**config.mk**
```make
export PLATFORM = sky130hd
export DESIGN_NAME = fapm_power_ctrl
export DESIGN_NICKNAME = d
export VERILOG_FILES = /design/src/pkg/fapm_pkg.sv /design/src/design/fapm_idle_timer.sv /design/src/design/fapm_power_ctrl.sv
export VERILOG_INCLUDE_DIRS = /design/src /design/src/pkg
export SDC_FILE = /design/constraint.sdc
export NUM_CORES = 1
export LEC_CHECK = 0
export ABC_AREA = 1
export BUFFER_PORTS_ARGS = -buffer_cell sky130_fd_sc_hd__buf_4
export CAP_MARGIN = 20
export CORE_MARGIN = 2
export CORE_UTILIZATION = 57
export DETAILED_ROUTE_END_ITERATION = 10
export PLACE_DENSITY = 0.94
export SLEW_MARGIN = 25
export SYNTH_ARGS = -nofsm -noshare
export SYNTH_HDL_FRONTEND = slang
export SYNTH_SLANG_ARGS = --single-unit
```
**constraint.sdc**
```tcl
create_clock -name clk_sys -period 4.1 [get_ports clk_sys]
set_input_delay 0.82 -clock clk_sys [delete_from_list [all_inputs] [get_ports clk_sys]]
set_output_delay 0.82 -clock clk_sys [all_outputs]
set_load 0.01 [all_outputs]
```
**src/pkg/fapm_params.svh**
```systemverilog
// Constants of the floppy auto power manager: offsets, bit positions,
// reset values and timing counts.
// Assumes a 200 MHz system clock and host offsets relative to the base.
//
// Behaviour
// - Configuration power bit forces direct powerdown.
// - Auto powerdown only while auto-enable bit set.
// - Idle timer starts once auto powerdown enabled.
// - Main status or data access restarts timer.
// - Entry needs motors off, status 80H, no interrupt.
// - Entry also needs head unload and 10 ms.
// - Disabling auto mode cancels timer and entry.
// - Rate select powerdown overrides auto powerdown.
// - Auto powerdown resumes after rate select wake.
// - Reset wake runs the normal reset sequence.
// - Register wake keeps all state intact.
// - Motor bit write wakes; output reg read does not.
// - Main status read or data access wakes.
// - Every wake restarts the 10 ms timer.
// - Non-waking registers stay live and retained.
// - Other listed offsets never wake the controller.
// - Soft reset bits wake; other rate select bits do not.
// - Drive pins disabled while powered down.
// - Host pins live; interrupt and request low.
// - Power-good pin gives chip-level powerdown.
// - Motor, select, write pins tristate; others driven.
`ifndef FAPM_PARAMS_SVH
`define FAPM_PARAMS_SVH

// ------------------------------------------------------------
// Host register offsets
// ------------------------------------------------------------
`define FAPM_OFS_STATUS_A 3'h0
`define FAPM_OFS_STATUS_B 3'h1
`define FAPM_OFS_DIGOUT 3'h2
`define FAPM_OFS_RATE_SEL 3'h4
`define FAPM_OFS_MAIN_STATUS 3'h4
`define FAPM_OFS_FIFO_DATA 3'h5
`define FAPM_OFS_DIG_IN 3'h7
`define FAPM_OFS_CFG_CTRL 3'h7

// ------------------------------------------------------------
// Field positions and values
// ------------------------------------------------------------
`define FAPM_CR0_FDC_POWER_BIT 3
`define FAPM_CR7_FDC_AUTO_BIT 7
`define FAPM_DIGOUT_MOTOR_MSB 7
`define FAPM_DIGOUT_MOTOR_LSB 4
`define FAPM_DIGOUT_RESET_N_BIT 2
`define FAPM_DIGOUT_SEL_MSB 1
`define FAPM_DIGOUT_SEL_LSB 0
`define FAPM_RATESEL_RESET_BIT 7
`define FAPM_RATESEL_PD_BIT 6
`define FAPM_MAIN_STATUS_IDLE 8'h80
`define FAPM_DIGOUT_RESET 8'h00

// ------------------------------------------------------------
// Timing
// ------------------------------------------------------------
`define FAPM_IDLE_TIME_US 10000
`define FAPM_CLK_FREQ_MHZ 200
`define FAPM_IDLE_CYCLES (`FAPM_IDLE_TIME_US * `FAPM_CLK_FREQ_MHZ)

`endif

```
**src/pkg/fapm_pkg.sv**
```systemverilog
// Types of the floppy auto power manager.
// Assumes fapm_params.svh is compiled alongside.
package fapm_pkg;

	// ------------------------------------------------------------
	// Power state
	// ------------------------------------------------------------
	typedef enum logic [0:0] {
		FAPM_ACTIVE = 1'b0,
		FAPM_AUTO_DOWN = 1'b1
	} fapm_pm_t;

	// ------------------------------------------------------------
	// Idle timer state
	// ------------------------------------------------------------
	typedef struct packed {
		logic [31:0] count;
		logic expired;
	} fapm_timer_t;

	// ------------------------------------------------------------
	// Controller state, outputs included
	// ------------------------------------------------------------
	typedef struct packed {
		fapm_pm_t pm;
		logic [7:0] digout;
		logic rate_pd;
		logic pg_meta;
		logic pg_sync;
		logic powered_down;
		logic soft_reset;
		logic [3:0] motor;
		logic motor_oe_n;
		logic [3:0] dsel;
		logic dsel_oe_n;
		logic wdata;
		logic wdata_oe_n;
		logic wgate;
		logic wgate_oe_n;
		logic direction;
		logic step;
		logic head;
		logic density;
		logic [1:0] rate;
		logic irq;
		logic drq;
	} fapm_state_t;

endpackage

```
**src/design/fapm_idle_timer.sv**
```systemverilog
// Idle timer of the floppy auto power manager.
// Assumes enable and restart come from logic on clk_sys.
`timescale 1ns/1ps
`default_nettype none
`include "fapm_params.svh"

module fapm_idle_timer #(
	parameter logic [31:0] IDLE_CYCLES = `FAPM_IDLE_CYCLES
) (
	input wire logic clk_sys,
	input wire logic rst_n,
	input wire logic enable,
	input wire logic restart,
	output logic expired
);

	// ------------------------------------------------------------
	// Elaboration check
	// ------------------------------------------------------------
	if (IDLE_CYCLES < 32'h0000_0002 || IDLE_CYCLES > 32'h7FFF_FFFF) begin : g_bad
		$error("idle cycle count out of range");
	end

	fapm_pkg::fapm_timer_t q;
	fapm_pkg::fapm_timer_t n;

	// Count up; expiry holds until cancelled or restarted
	always_comb begin
		n = q;
		if (!enable || restart) begin
			n.count = 32'h0000_0000;
			n.expired = 1'b0;
		end else if (q.count == IDLE_CYCLES - 32'h0000_0001) begin
			n.expired = 1'b1;
		end else begin
			n.count = q.count + 32'h0000_0001;
		end
	end

	// State register
	always_ff @(posedge clk_sys) begin
		if (!rst_n) begin
			q <= '0;
		end else begin
			q <= n;
		end
	end

	assign expired = q.expired;
endmodule
`default_nettype wire

```
**src/design/fapm_power_ctrl.sv**
```systemverilog
// Floppy controller power manager: direct, rate select, chip and auto
// powerdown, wake on qualifying host accesses, drive pin gating.
// Assumes host strobes and configuration bits come from logic on clk_sys;
// only the power-good pin is asynchronous.
`timescale 1ns/1ps
`default_nettype none
`include "fapm_params.svh"

module fapm_power_ctrl #(
	parameter logic [31:0] IDLE_CYCLES = `FAPM_IDLE_CYCLES
) (
	input wire logic clk_sys,
	input wire logic rst_n,
	input wire logic power_good_in,
	input wire logic [7:0] power_config_reg0,
	input wire logic [7:0] auto_pm_config_reg,
	input wire logic [2:0] host_addr,
	input wire logic host_rd,
	input wire logic host_wr,
	input wire logic [7:0] host_data_bus_in,
	input wire logic [7:0] core_main_status,
	input wire logic core_int,
	input wire logic core_drq,
	input wire logic head_unload_done,
	input wire logic core_write_data,
	input wire logic core_write_enable,
	input wire logic core_direction,
	input wire logic core_step,
	input wire logic core_head_select,
	input wire logic core_density_select,
	input wire logic [1:0] core_rate,
	output logic [7:0] digital_output_reg,
	output logic fdc_powered_down,
	output logic fdc_auto_down,
	output logic fdc_soft_reset,
	output logic [3:0] motor_enable_out,
	output logic motor_enable_oe_n,
	output logic [3:0] drive_select_out,
	output logic drive_select_oe_n,
	output logic write_data_out,
	output logic write_data_oe_n,
	output logic write_enable_out,
	output logic write_enable_oe_n,
	output logic direction_out,
	output logic step_out,
	output logic head_select_out,
	output logic density_select_out,
	output logic [1:0] rate_out,
	output logic floppy_irq_out,
	output logic floppy_dma_req
);

	// ------------------------------------------------------------
	// Helpers
	// ------------------------------------------------------------

	// Drive number to one-hot select line
	function automatic logic [3:0] fapm_onehot(input logic [1:0] sel);
		logic [3:0] v;
		v = 4'h0;
		v[sel] = 1'b1;
		return v;
	endfunction

	// Host access decode against one offset
	function automatic logic fapm_hit(input logic strobe, input logic [2:0] addr, input logic [2:0] ofs);
		return strobe && (addr == ofs);
	endfunction

	// ------------------------------------------------------------
	// State
	// ------------------------------------------------------------
	fapm_pkg::fapm_state_t q;
	fapm_pkg::fapm_state_t n;

	logic timer_expired;
	logic timer_restart;
	logic auto_en;
	logic direct_pd;
	logic wr_digout;
	logic wr_rate;
	logic rd_main;
	logic data_acc;
	logic motor_wake;
	logic sw_reset;
	logic wake;
	logic rate_wake;
	logic idle_ok;
	logic pd;

	// ------------------------------------------------------------
	// Access decode
	// ------------------------------------------------------------

	// Only these four accesses matter; status A/B, input and
	// configuration control fall through without effect
	always_comb begin
		wr_digout = fapm_hit(host_wr, host_addr, `FAPM_OFS_DIGOUT);
		wr_rate = fapm_hit(host_wr, host_addr, `FAPM_OFS_RATE_SEL);
		rd_main = fapm_hit(host_rd, host_addr, `FAPM_OFS_MAIN_STATUS);
		data_acc = fapm_hit(host_rd || host_wr, host_addr, `FAPM_OFS_FIFO_DATA);
	end

	// Wake sources; a read of the output register is not one
	always_comb begin
		motor_wake = wr_digout
			&& (|host_data_bus_in[`FAPM_DIGOUT_MOTOR_MSB:`FAPM_DIGOUT_MOTOR_LSB]);
		sw_reset = (wr_digout && !host_data_bus_in[`FAPM_DIGOUT_RESET_N_BIT])
			|| (wr_rate && host_data_bus_in[`FAPM_RATESEL_RESET_BIT]);
		wake = motor_wake || rd_main || data_acc || sw_reset;
	end

	// ------------------------------------------------------------
	// Configuration and idle conditions
	// ------------------------------------------------------------

	// Power bit low means the floppy function is off
	assign direct_pd = !power_config_reg0[`FAPM_CR0_FDC_POWER_BIT];
	assign auto_en = auto_pm_config_reg[`FAPM_CR7_FDC_AUTO_BIT];

	// Rate select powerdown released by a reset or a write clearing it
	assign rate_wake = q.rate_pd && !n.rate_pd;

	// Every wake and every reset sends the idle count back to zero
	assign timer_restart = rd_main || data_acc || wake || rate_wake;

	// All entry conditions must hold in the same cycle; a wake in
	// that cycle wins so the access is never served while asleep
	always_comb begin
		idle_ok = auto_en
			&& (q.digout[`FAPM_DIGOUT_MOTOR_MSB:`FAPM_DIGOUT_MOTOR_LSB] == 4'h0)
			&& (core_main_status == `FAPM_MAIN_STATUS_IDLE)
			&& !core_int
			&& head_unload_done
			&& timer_expired
			&& !q.rate_pd
			&& !wake;
	end

	// ------------------------------------------------------------
	// Idle timer
	// ------------------------------------------------------------
	fapm_idle_timer #(
		.IDLE_CYCLES(IDLE_CYCLES)
	) u_timer (
		.clk_sys(clk_sys),
		.rst_n(rst_n),
		.enable(auto_en),
		.restart(timer_restart),
		.expired(timer_expired)
	);

	// ------------------------------------------------------------
	// Next state
	// ------------------------------------------------------------
	always_comb begin
		n = q;
		// Power-good passes two flops before anything reads it
		n.pg_meta = power_good_in;
		n.pg_sync = q.pg_meta;
		n.soft_reset = sw_reset;
		// Output register written in any power state and kept
		if (wr_digout) begin
			n.digout = host_data_bus_in;
		end
		if (wr_rate) begin
			n.rate_pd = host_data_bus_in[`FAPM_RATESEL_PD_BIT];
		end
		if (sw_reset) begin
			n.rate_pd = 1'b0;
		end
		// Waking touches nothing but the power state
		unique case (q.pm)
			fapm_pkg::FAPM_ACTIVE: begin
				if (idle_ok) begin
					n.pm = fapm_pkg::FAPM_AUTO_DOWN;
				end
			end
			fapm_pkg::FAPM_AUTO_DOWN: begin
				if (wake || !auto_en) begin
					n.pm = fapm_pkg::FAPM_ACTIVE;
				end
			end
		endcase
		// Any powerdown source gates the pins; power-good is read past its second flop only
		pd = (n.pm == fapm_pkg::FAPM_AUTO_DOWN) || direct_pd || n.rate_pd || !q.pg_sync;
		n.powered_down = pd;
		// Retained register contents steer the pins on wake
		n.motor = n.digout[`FAPM_DIGOUT_MOTOR_MSB:`FAPM_DIGOUT_MOTOR_LSB];
		n.dsel = fapm_onehot(n.digout[`FAPM_DIGOUT_SEL_MSB:`FAPM_DIGOUT_SEL_LSB]);
		n.wdata = core_write_data;
		n.wgate = core_write_enable;
		// Pins that reach the drive float so no current flows
		n.motor_oe_n = pd;
		n.dsel_oe_n = pd;
		n.wdata_oe_n = pd;
		n.wgate_oe_n = pd;
		// Local control pins stay driven through powerdown
		n.direction = core_direction;
		n.step = core_step;
		n.head = core_head_select;
		n.density = core_density_select;
		n.rate = core_rate;
		// Host side stays live; request lines forced low
		n.irq = core_int && !pd;
		n.drq = core_drq && !pd;
	end

	// ------------------------------------------------------------
	// State register
	// ------------------------------------------------------------

	// Reset comes up awake with drive pins floating until the third edge
	always_ff @(posedge clk_sys) begin
		if (!rst_n) begin
			q <= '0;
			q.digout <= `FAPM_DIGOUT_RESET;
			q.powered_down <= 1'b1;
			q.motor_oe_n <= 1'b1;
			q.dsel_oe_n <= 1'b1;
			q.wdata_oe_n <= 1'b1;
			q.wgate_oe_n <= 1'b1;
		end else begin
			q <= n;
		end
	end

	// ------------------------------------------------------------
	// Outputs
	// ------------------------------------------------------------
	assign digital_output_reg = q.digout;
	assign fdc_powered_down = q.powered_down;
	assign fdc_auto_down = (q.pm == fapm_pkg::FAPM_AUTO_DOWN);
	assign fdc_soft_reset = q.soft_reset;
	assign motor_enable_out = q.motor;
	assign motor_enable_oe_n = q.motor_oe_n;
	assign drive_select_out = q.dsel;
	assign drive_select_oe_n = q.dsel_oe_n;
	assign write_data_out = q.wdata;
	assign write_data_oe_n = q.wdata_oe_n;
	assign write_enable_out = q.wgate;
	assign write_enable_oe_n = q.wgate_oe_n;
	assign direction_out = q.direction;
	assign step_out = q.step;
	assign head_select_out = q.head;
	assign density_select_out = q.density;
	assign rate_out = q.rate;
	assign floppy_irq_out = q.irq;
	assign floppy_dma_req = q.drq;
endmodule
`default_nettype wire

```
Yosys cells after proc, flatten, opt, wreduce, memory -nomap -nowiden --
Index checks and enable logic that the tools add are counted.
Operators by class: $lt $le $gt $ge 2, multiplexer cells 8, add/subtract/negate cells 1, reduce and logical (&&, ||, !) cells 43, equal/unequal tests 5, bitwise logic cells 2
Operator list (count):
- $add 32x1->32 const B | 1
- $eq 32x21->1 const B | 1
- $logic_and 1x1->1 | 18
- $logic_or 1x1->1 | 13
- $logic_not 1->1 | 9
- $eq 8x8->1 const B | 1
- $mux 8 | 1
- $eq 3x3->1 const B | 2
- $mux 1 | 5
- $logic_not 4->1 | 1
- $reduce_or 4->1 | 1
- $eq 3x2->1 const B | 1
- $lt 2x3->1 const B | 1
- $demux 1 s2 | 1
- $ge 2x1->1 const B | 1
- $not 1->1 | 2
- $pmux 1 s2 | 1
- $reduce_or 2->1 | 1
Storage, ports and cells: output and inout port bits 33, register bits after elaboration 65, input port bits 51, word-level logic and storage cells 82

Logic depth before layout (Yosys ltp) --
depth after elaboration 15, depth in mapped cells 10, mapped depth without buffers 10

Hierarchy --
Synthesis repeated with hierarchy kept, for this count alone.
Second synthesis, totals: cells, all modules 473, area, all modules 3148.0 µm²
By module, submodules not included:
- fapm_idle_timer | sequential area each 660.6 µm², times used 1, cells an instance 310, area each 1916.8 µm²
- fapm_power_ctrl | sequential area each 560.5 µm², times used 1, cells an instance 163, area each 1231.2 µm²

Worst setup path before layout --
Ideal clock, no wire load.
kind input to register, start point in host_addr[2], end point reg u_timer.q[16] (netlist name), path buffers 1, arrival time 1.683 ns, slack 2.300 ns, data required time 3.983 ns, library setup time 0.117 ns, stages on the path 10, cells stage by stage inv_1 > nor2_1 > nand3_1 > nand2_2 > inv_2 > nand2_2 > nand2_2 > nand3_4 > buf_12 > nor2_2
On the way: cells in the longest elaborated chain, start to end 10, elaborated cells between the ends (all ways) 23, classes of those cells eq/ne: 3; mux: 2; reduce/logical: 18
RTL lines:
- start, declared | line fapm_power_ctrl.sv:17 | input wire logic [2:0] host_addr,
- $eq 3x2->1 or $eq 3x3->1 (tied branches) | line fapm_power_ctrl.sv:67 | return strobe && (addr == ofs);
- $logic_and 1x1->1 | line fapm_power_ctrl.sv:67
- $logic_and 1x1->1, on equally long branches | line fapm_power_ctrl.sv:108, fapm_power_ctrl.sv:106, fapm_power_ctrl.sv:109
- $logic_or 1x1->1, on equally long branches | line fapm_power_ctrl.sv:108, fapm_power_ctrl.sv:110
- $mux 1 or $logic_or 1x1->1 (tied branches) | line fapm_power_ctrl.sv:169, fapm_power_ctrl.sv:110
- $logic_not 1->1 or $logic_or 1x1->1 (tied branches) | line fapm_power_ctrl.sv:122, fapm_power_ctrl.sv:110
- $logic_and 1x1->1 or $logic_or 1x1->1 (tied branches) | line fapm_power_ctrl.sv:122, fapm_power_ctrl.sv:125
- $logic_or 1x1->1 * | line fapm_power_ctrl.sv:125 | assign timer_restart = rd_main || data_acc || wake || rate_wake;
- $logic_or 1x1->1 * | line fapm_idle_timer.sv:30 | if (!enable || restart) begin
- $reduce_or 2->1 (no source line) *
- end signal, assigned | line fapm_idle_timer.sv:45 | q <= n;
- end, declared | line fapm_idle_timer.sv:24 | fapm_pkg::fapm_timer_t q;
Mark *: on every way between the ends. The rest lies on a longest branch, timed or not. A chain may end at the register's enable or synchronous reset.

Worst setup path in the final report --
start point in host_addr[2], end point reg u_timer.q[9] (netlist name)
Same word-level chain as after synthesis.

==> flow_summary.ini <==
[outcome]
run_status = finished clean

[cells_and_area]
drive_gt1_share_pct = 20.7
final_common_cell = nand2_1
antenna_cells = 0
final_cell_mix = nand2_1 (145), nor2_1 (113), inv_1 (69), buf_4 (69), dfxtp_1 (61)
fin_area_sq_um = 3790
largest_reg_flops = 32
area_growth_pct = 17.3
fin_nets = 607

[yosys]
synth.ff_latch_count = 61
synth_top_area_share_pct = 37.7
synth.top_cells.by_area = dfxtp_1 (38%), nand2_1 (17%), nor2_1 (13%)
netlist_instances = 502
avgSynthCellArea_sq_um = 6.45
syn_area_sq_um = 3240
synth_seq_area_share_pct = 37.7
yosysTopAreaCell = dfxtp_1
ys_warn_count = 0
syn-num-nets = 554
ys_types = 26

[die]
die_h_um = 79.3
die_w_um = 79.3
initial_core_util_pct = 58.8
die_area_sq_um = 6290
fp-row-count = 27
num_io_pins = 84
coreArea_sq_um = 5510

[timing]
max_freq_mhz = 546
fin_crit_ns = 1.83
rsz0062_at_grt = no
fin_tns_setup_ns = 0
finalHoldViolCount = 0
finClkSkew_ns = 0.00705
tightest_slew_ns = 0.455
slew_headroom_pct = 69.7
fin_crit_sh_pct = 44.7
drv_slew = 0
setup_violations = 0

[drt]
drt_pass1_iterations = 4
finalWirelength_mm = 7.38
num_vias = 3013
route.detailed.drc = 0
initialDrtViolationCount = 155
routedWlPerCell_um = 11.7
ant_nets = 0
vias_per_cell = 4.77

[hold_path]
worstHoldStart = n[24]
hold_path_class = flip-flop to flip-flop
holdPathStages = 2
holdPathEnd = q[24]

[worst_setup_path]
path_delay_family = simple AND/OR/NAND/NOR gates
path_class = primary input to flip-flop
r2r-end = u_timer.q[31]
worst-path-buf-inv = 2
worst-r2r-cell-count = 10
r2r-start = u_timer.q[1]
crit_path_end_kind = flip-flop
critPathMaxStageDelay_ns = 0.31
ff2ff_setup_slack_ns = 2.28
cp_max_fo = 33
cp_cell_sequence = buf_4 -> inv_1 -> nand2_1 -> nor2_2 -> nand2_1 -> nand2_1 -> nor3_4 -> nand3_4 -> nor2_1
crit_top_cell = nand2_1
slowest_stage = nand3_4
start_kind = primary input
crit_required_ns = 4.32
crit_arrival_ns = 2.05

[place]
hpwl_mm = 5.63
finalWeightedCongestion = 0.897
place_area_sq_um = 3630
portBuffers = 69

[power]
powerDensity_nw_per_um2 = 308
ir_drop_mv = 0.207
p_clk_share_pct = 39.8
p_int_mw = 0.868
pwr-share-seq_pct = 52.1
p_leak_nw = 1.67
p_comb_share_pct = 8.1
power.switching_mw = 0.301
swShare_pct = 25.7

[global_routing]
antenna_found_initial = 0
grt_pass1_wl_mm = 12.6
grt_pass1_vias = 3019
grt_max_degree = 34
grt_overflow = 0
grt_usage_pct = 26.0

[clock_network]
path_clk_slew_ns = 0.07
cts_root_buffer = clkbuf_8
cts.sinks = 61
clk_latency_ns = 0.35
post_cts_buffers = 0
ctsResizeCount = 0
cts_buffers = 9
cts_tree = yes
h-tree-depth = 3
cts_buffer_depth = 2
ctsHoldBuffers = 0

[flow_run]
drv_cap = 0
[logic make-up (layout without fill, tap and decap cells)]
logic type,after synthesis,in the layout,share of synthesized area (%)
AOI/OAI and AO/OA,14,14,2.28
xor gates and xnor gates,15,15,4.06
adders and majority gates,1,1,0.387
buffers and inverters,102,160,15.4
DFF,61,61,37.7
and+or+nand+nor,309,309,40.1
[worst max path at each step]
stage / start / end / slack, ns / depth (start not counted)
floorplan: host_addr[2] / u_timer.q[16] / 2.30 / 10
global placement: host_addr[1] / u_timer.q[9] / 1.98 / 9
detailed placement: host_addr[2] / u_timer.q[9] / 1.92 / 9
CTS: host_addr[2] / u_timer.q[9] / 2.27 / 9
global route: u_timer.q[1] / u_timer.q[31] / 2.09 / 10
finish: host_addr[2] / u_timer.q[9] / 2.27 / 9
[worst register-to-register path, delay by kind of cell, from the launching register on]
kind,cells,cell delay (ns)
fa+ha+maj,1,0.30
simple gates,7,0.83
flops,1,0.45
buf+inv,2,0.13
[metal layers]
metal / vias to the layer above / track usage [%] / wire [um]
met2: 74 / 48.0 / 3760
met5: - / 0 / 0
li1: 1573 / - / -
met4: 0 / 8.45 / 130
met3: 14 / 8.52 / 493
met1: 1352 / 27.7 / 2990
[power by group through the flow]
stage | clock [mW] | combinational (mW) | sequential [mW]
6_report | 0.465 | 0.0943 | 0.609
5_1_grt | 0.494 | 0.103 | 0.610
4_1_cts | 0.471 | 0.0949 | 0.609
3_5_place_dp | 0 | 0.0943 | 0.623
3_3_place_gp | 0 | 0.0899 | 0.622
2_1_floorplan | 0 | 0.0539 | 0.623
[layout make-up]
type	instances	area, sq um
Sequential cell	61	1220
Inverter	75	283
Clock buffer	10	128
Tap cell	72	90.1
Fill cell	449	1710
Multi-Input combinational cell	339	1520
Timing Repair Buffer	69	518
Clock inverter	6	38.8
[cell usage after synthesis (all sizes together)]
| master | n |
|---|---|
| nand3 | 22 |
| inv | 74 |
| o21ai | 9 |
| nand3b | 4 |
| clkbuf | 2 |
| ha | 1 |
| or2 | 2 |
| nand2 | 150 |
| nor3 | 1 |
| xnor2 | 3 |
| dfxtp | 61 |
| nor3b | 1 |
| buf | 25 |
| a21oi | 5 |
| clkinv | 1 |
| nor2 | 129 |
| xor2 | 12 |
[metrics by stage]
stage / util (%) / power, mW / cells / setup slack [ns] / hold WS, ns
final: 68.9 / 1.17 / 632 / 2.27 / 0.424
after CTS: 68.9 / 1.17 / 632 / 2.27 / 0.432
after global placement: 65.9 / 0.712 / 616 / 1.98 / 0.393
after global routing: 68.9 / 1.21 / 632 / 2.09 / 0.443
after floorplan: - / 0.677 / 502 / 2.30 / 0.390
after detailed placement: 65.9 / 0.717 / 616 / 1.92 / 0.414
Note: power is estimated with default switching activity, not from simulation.
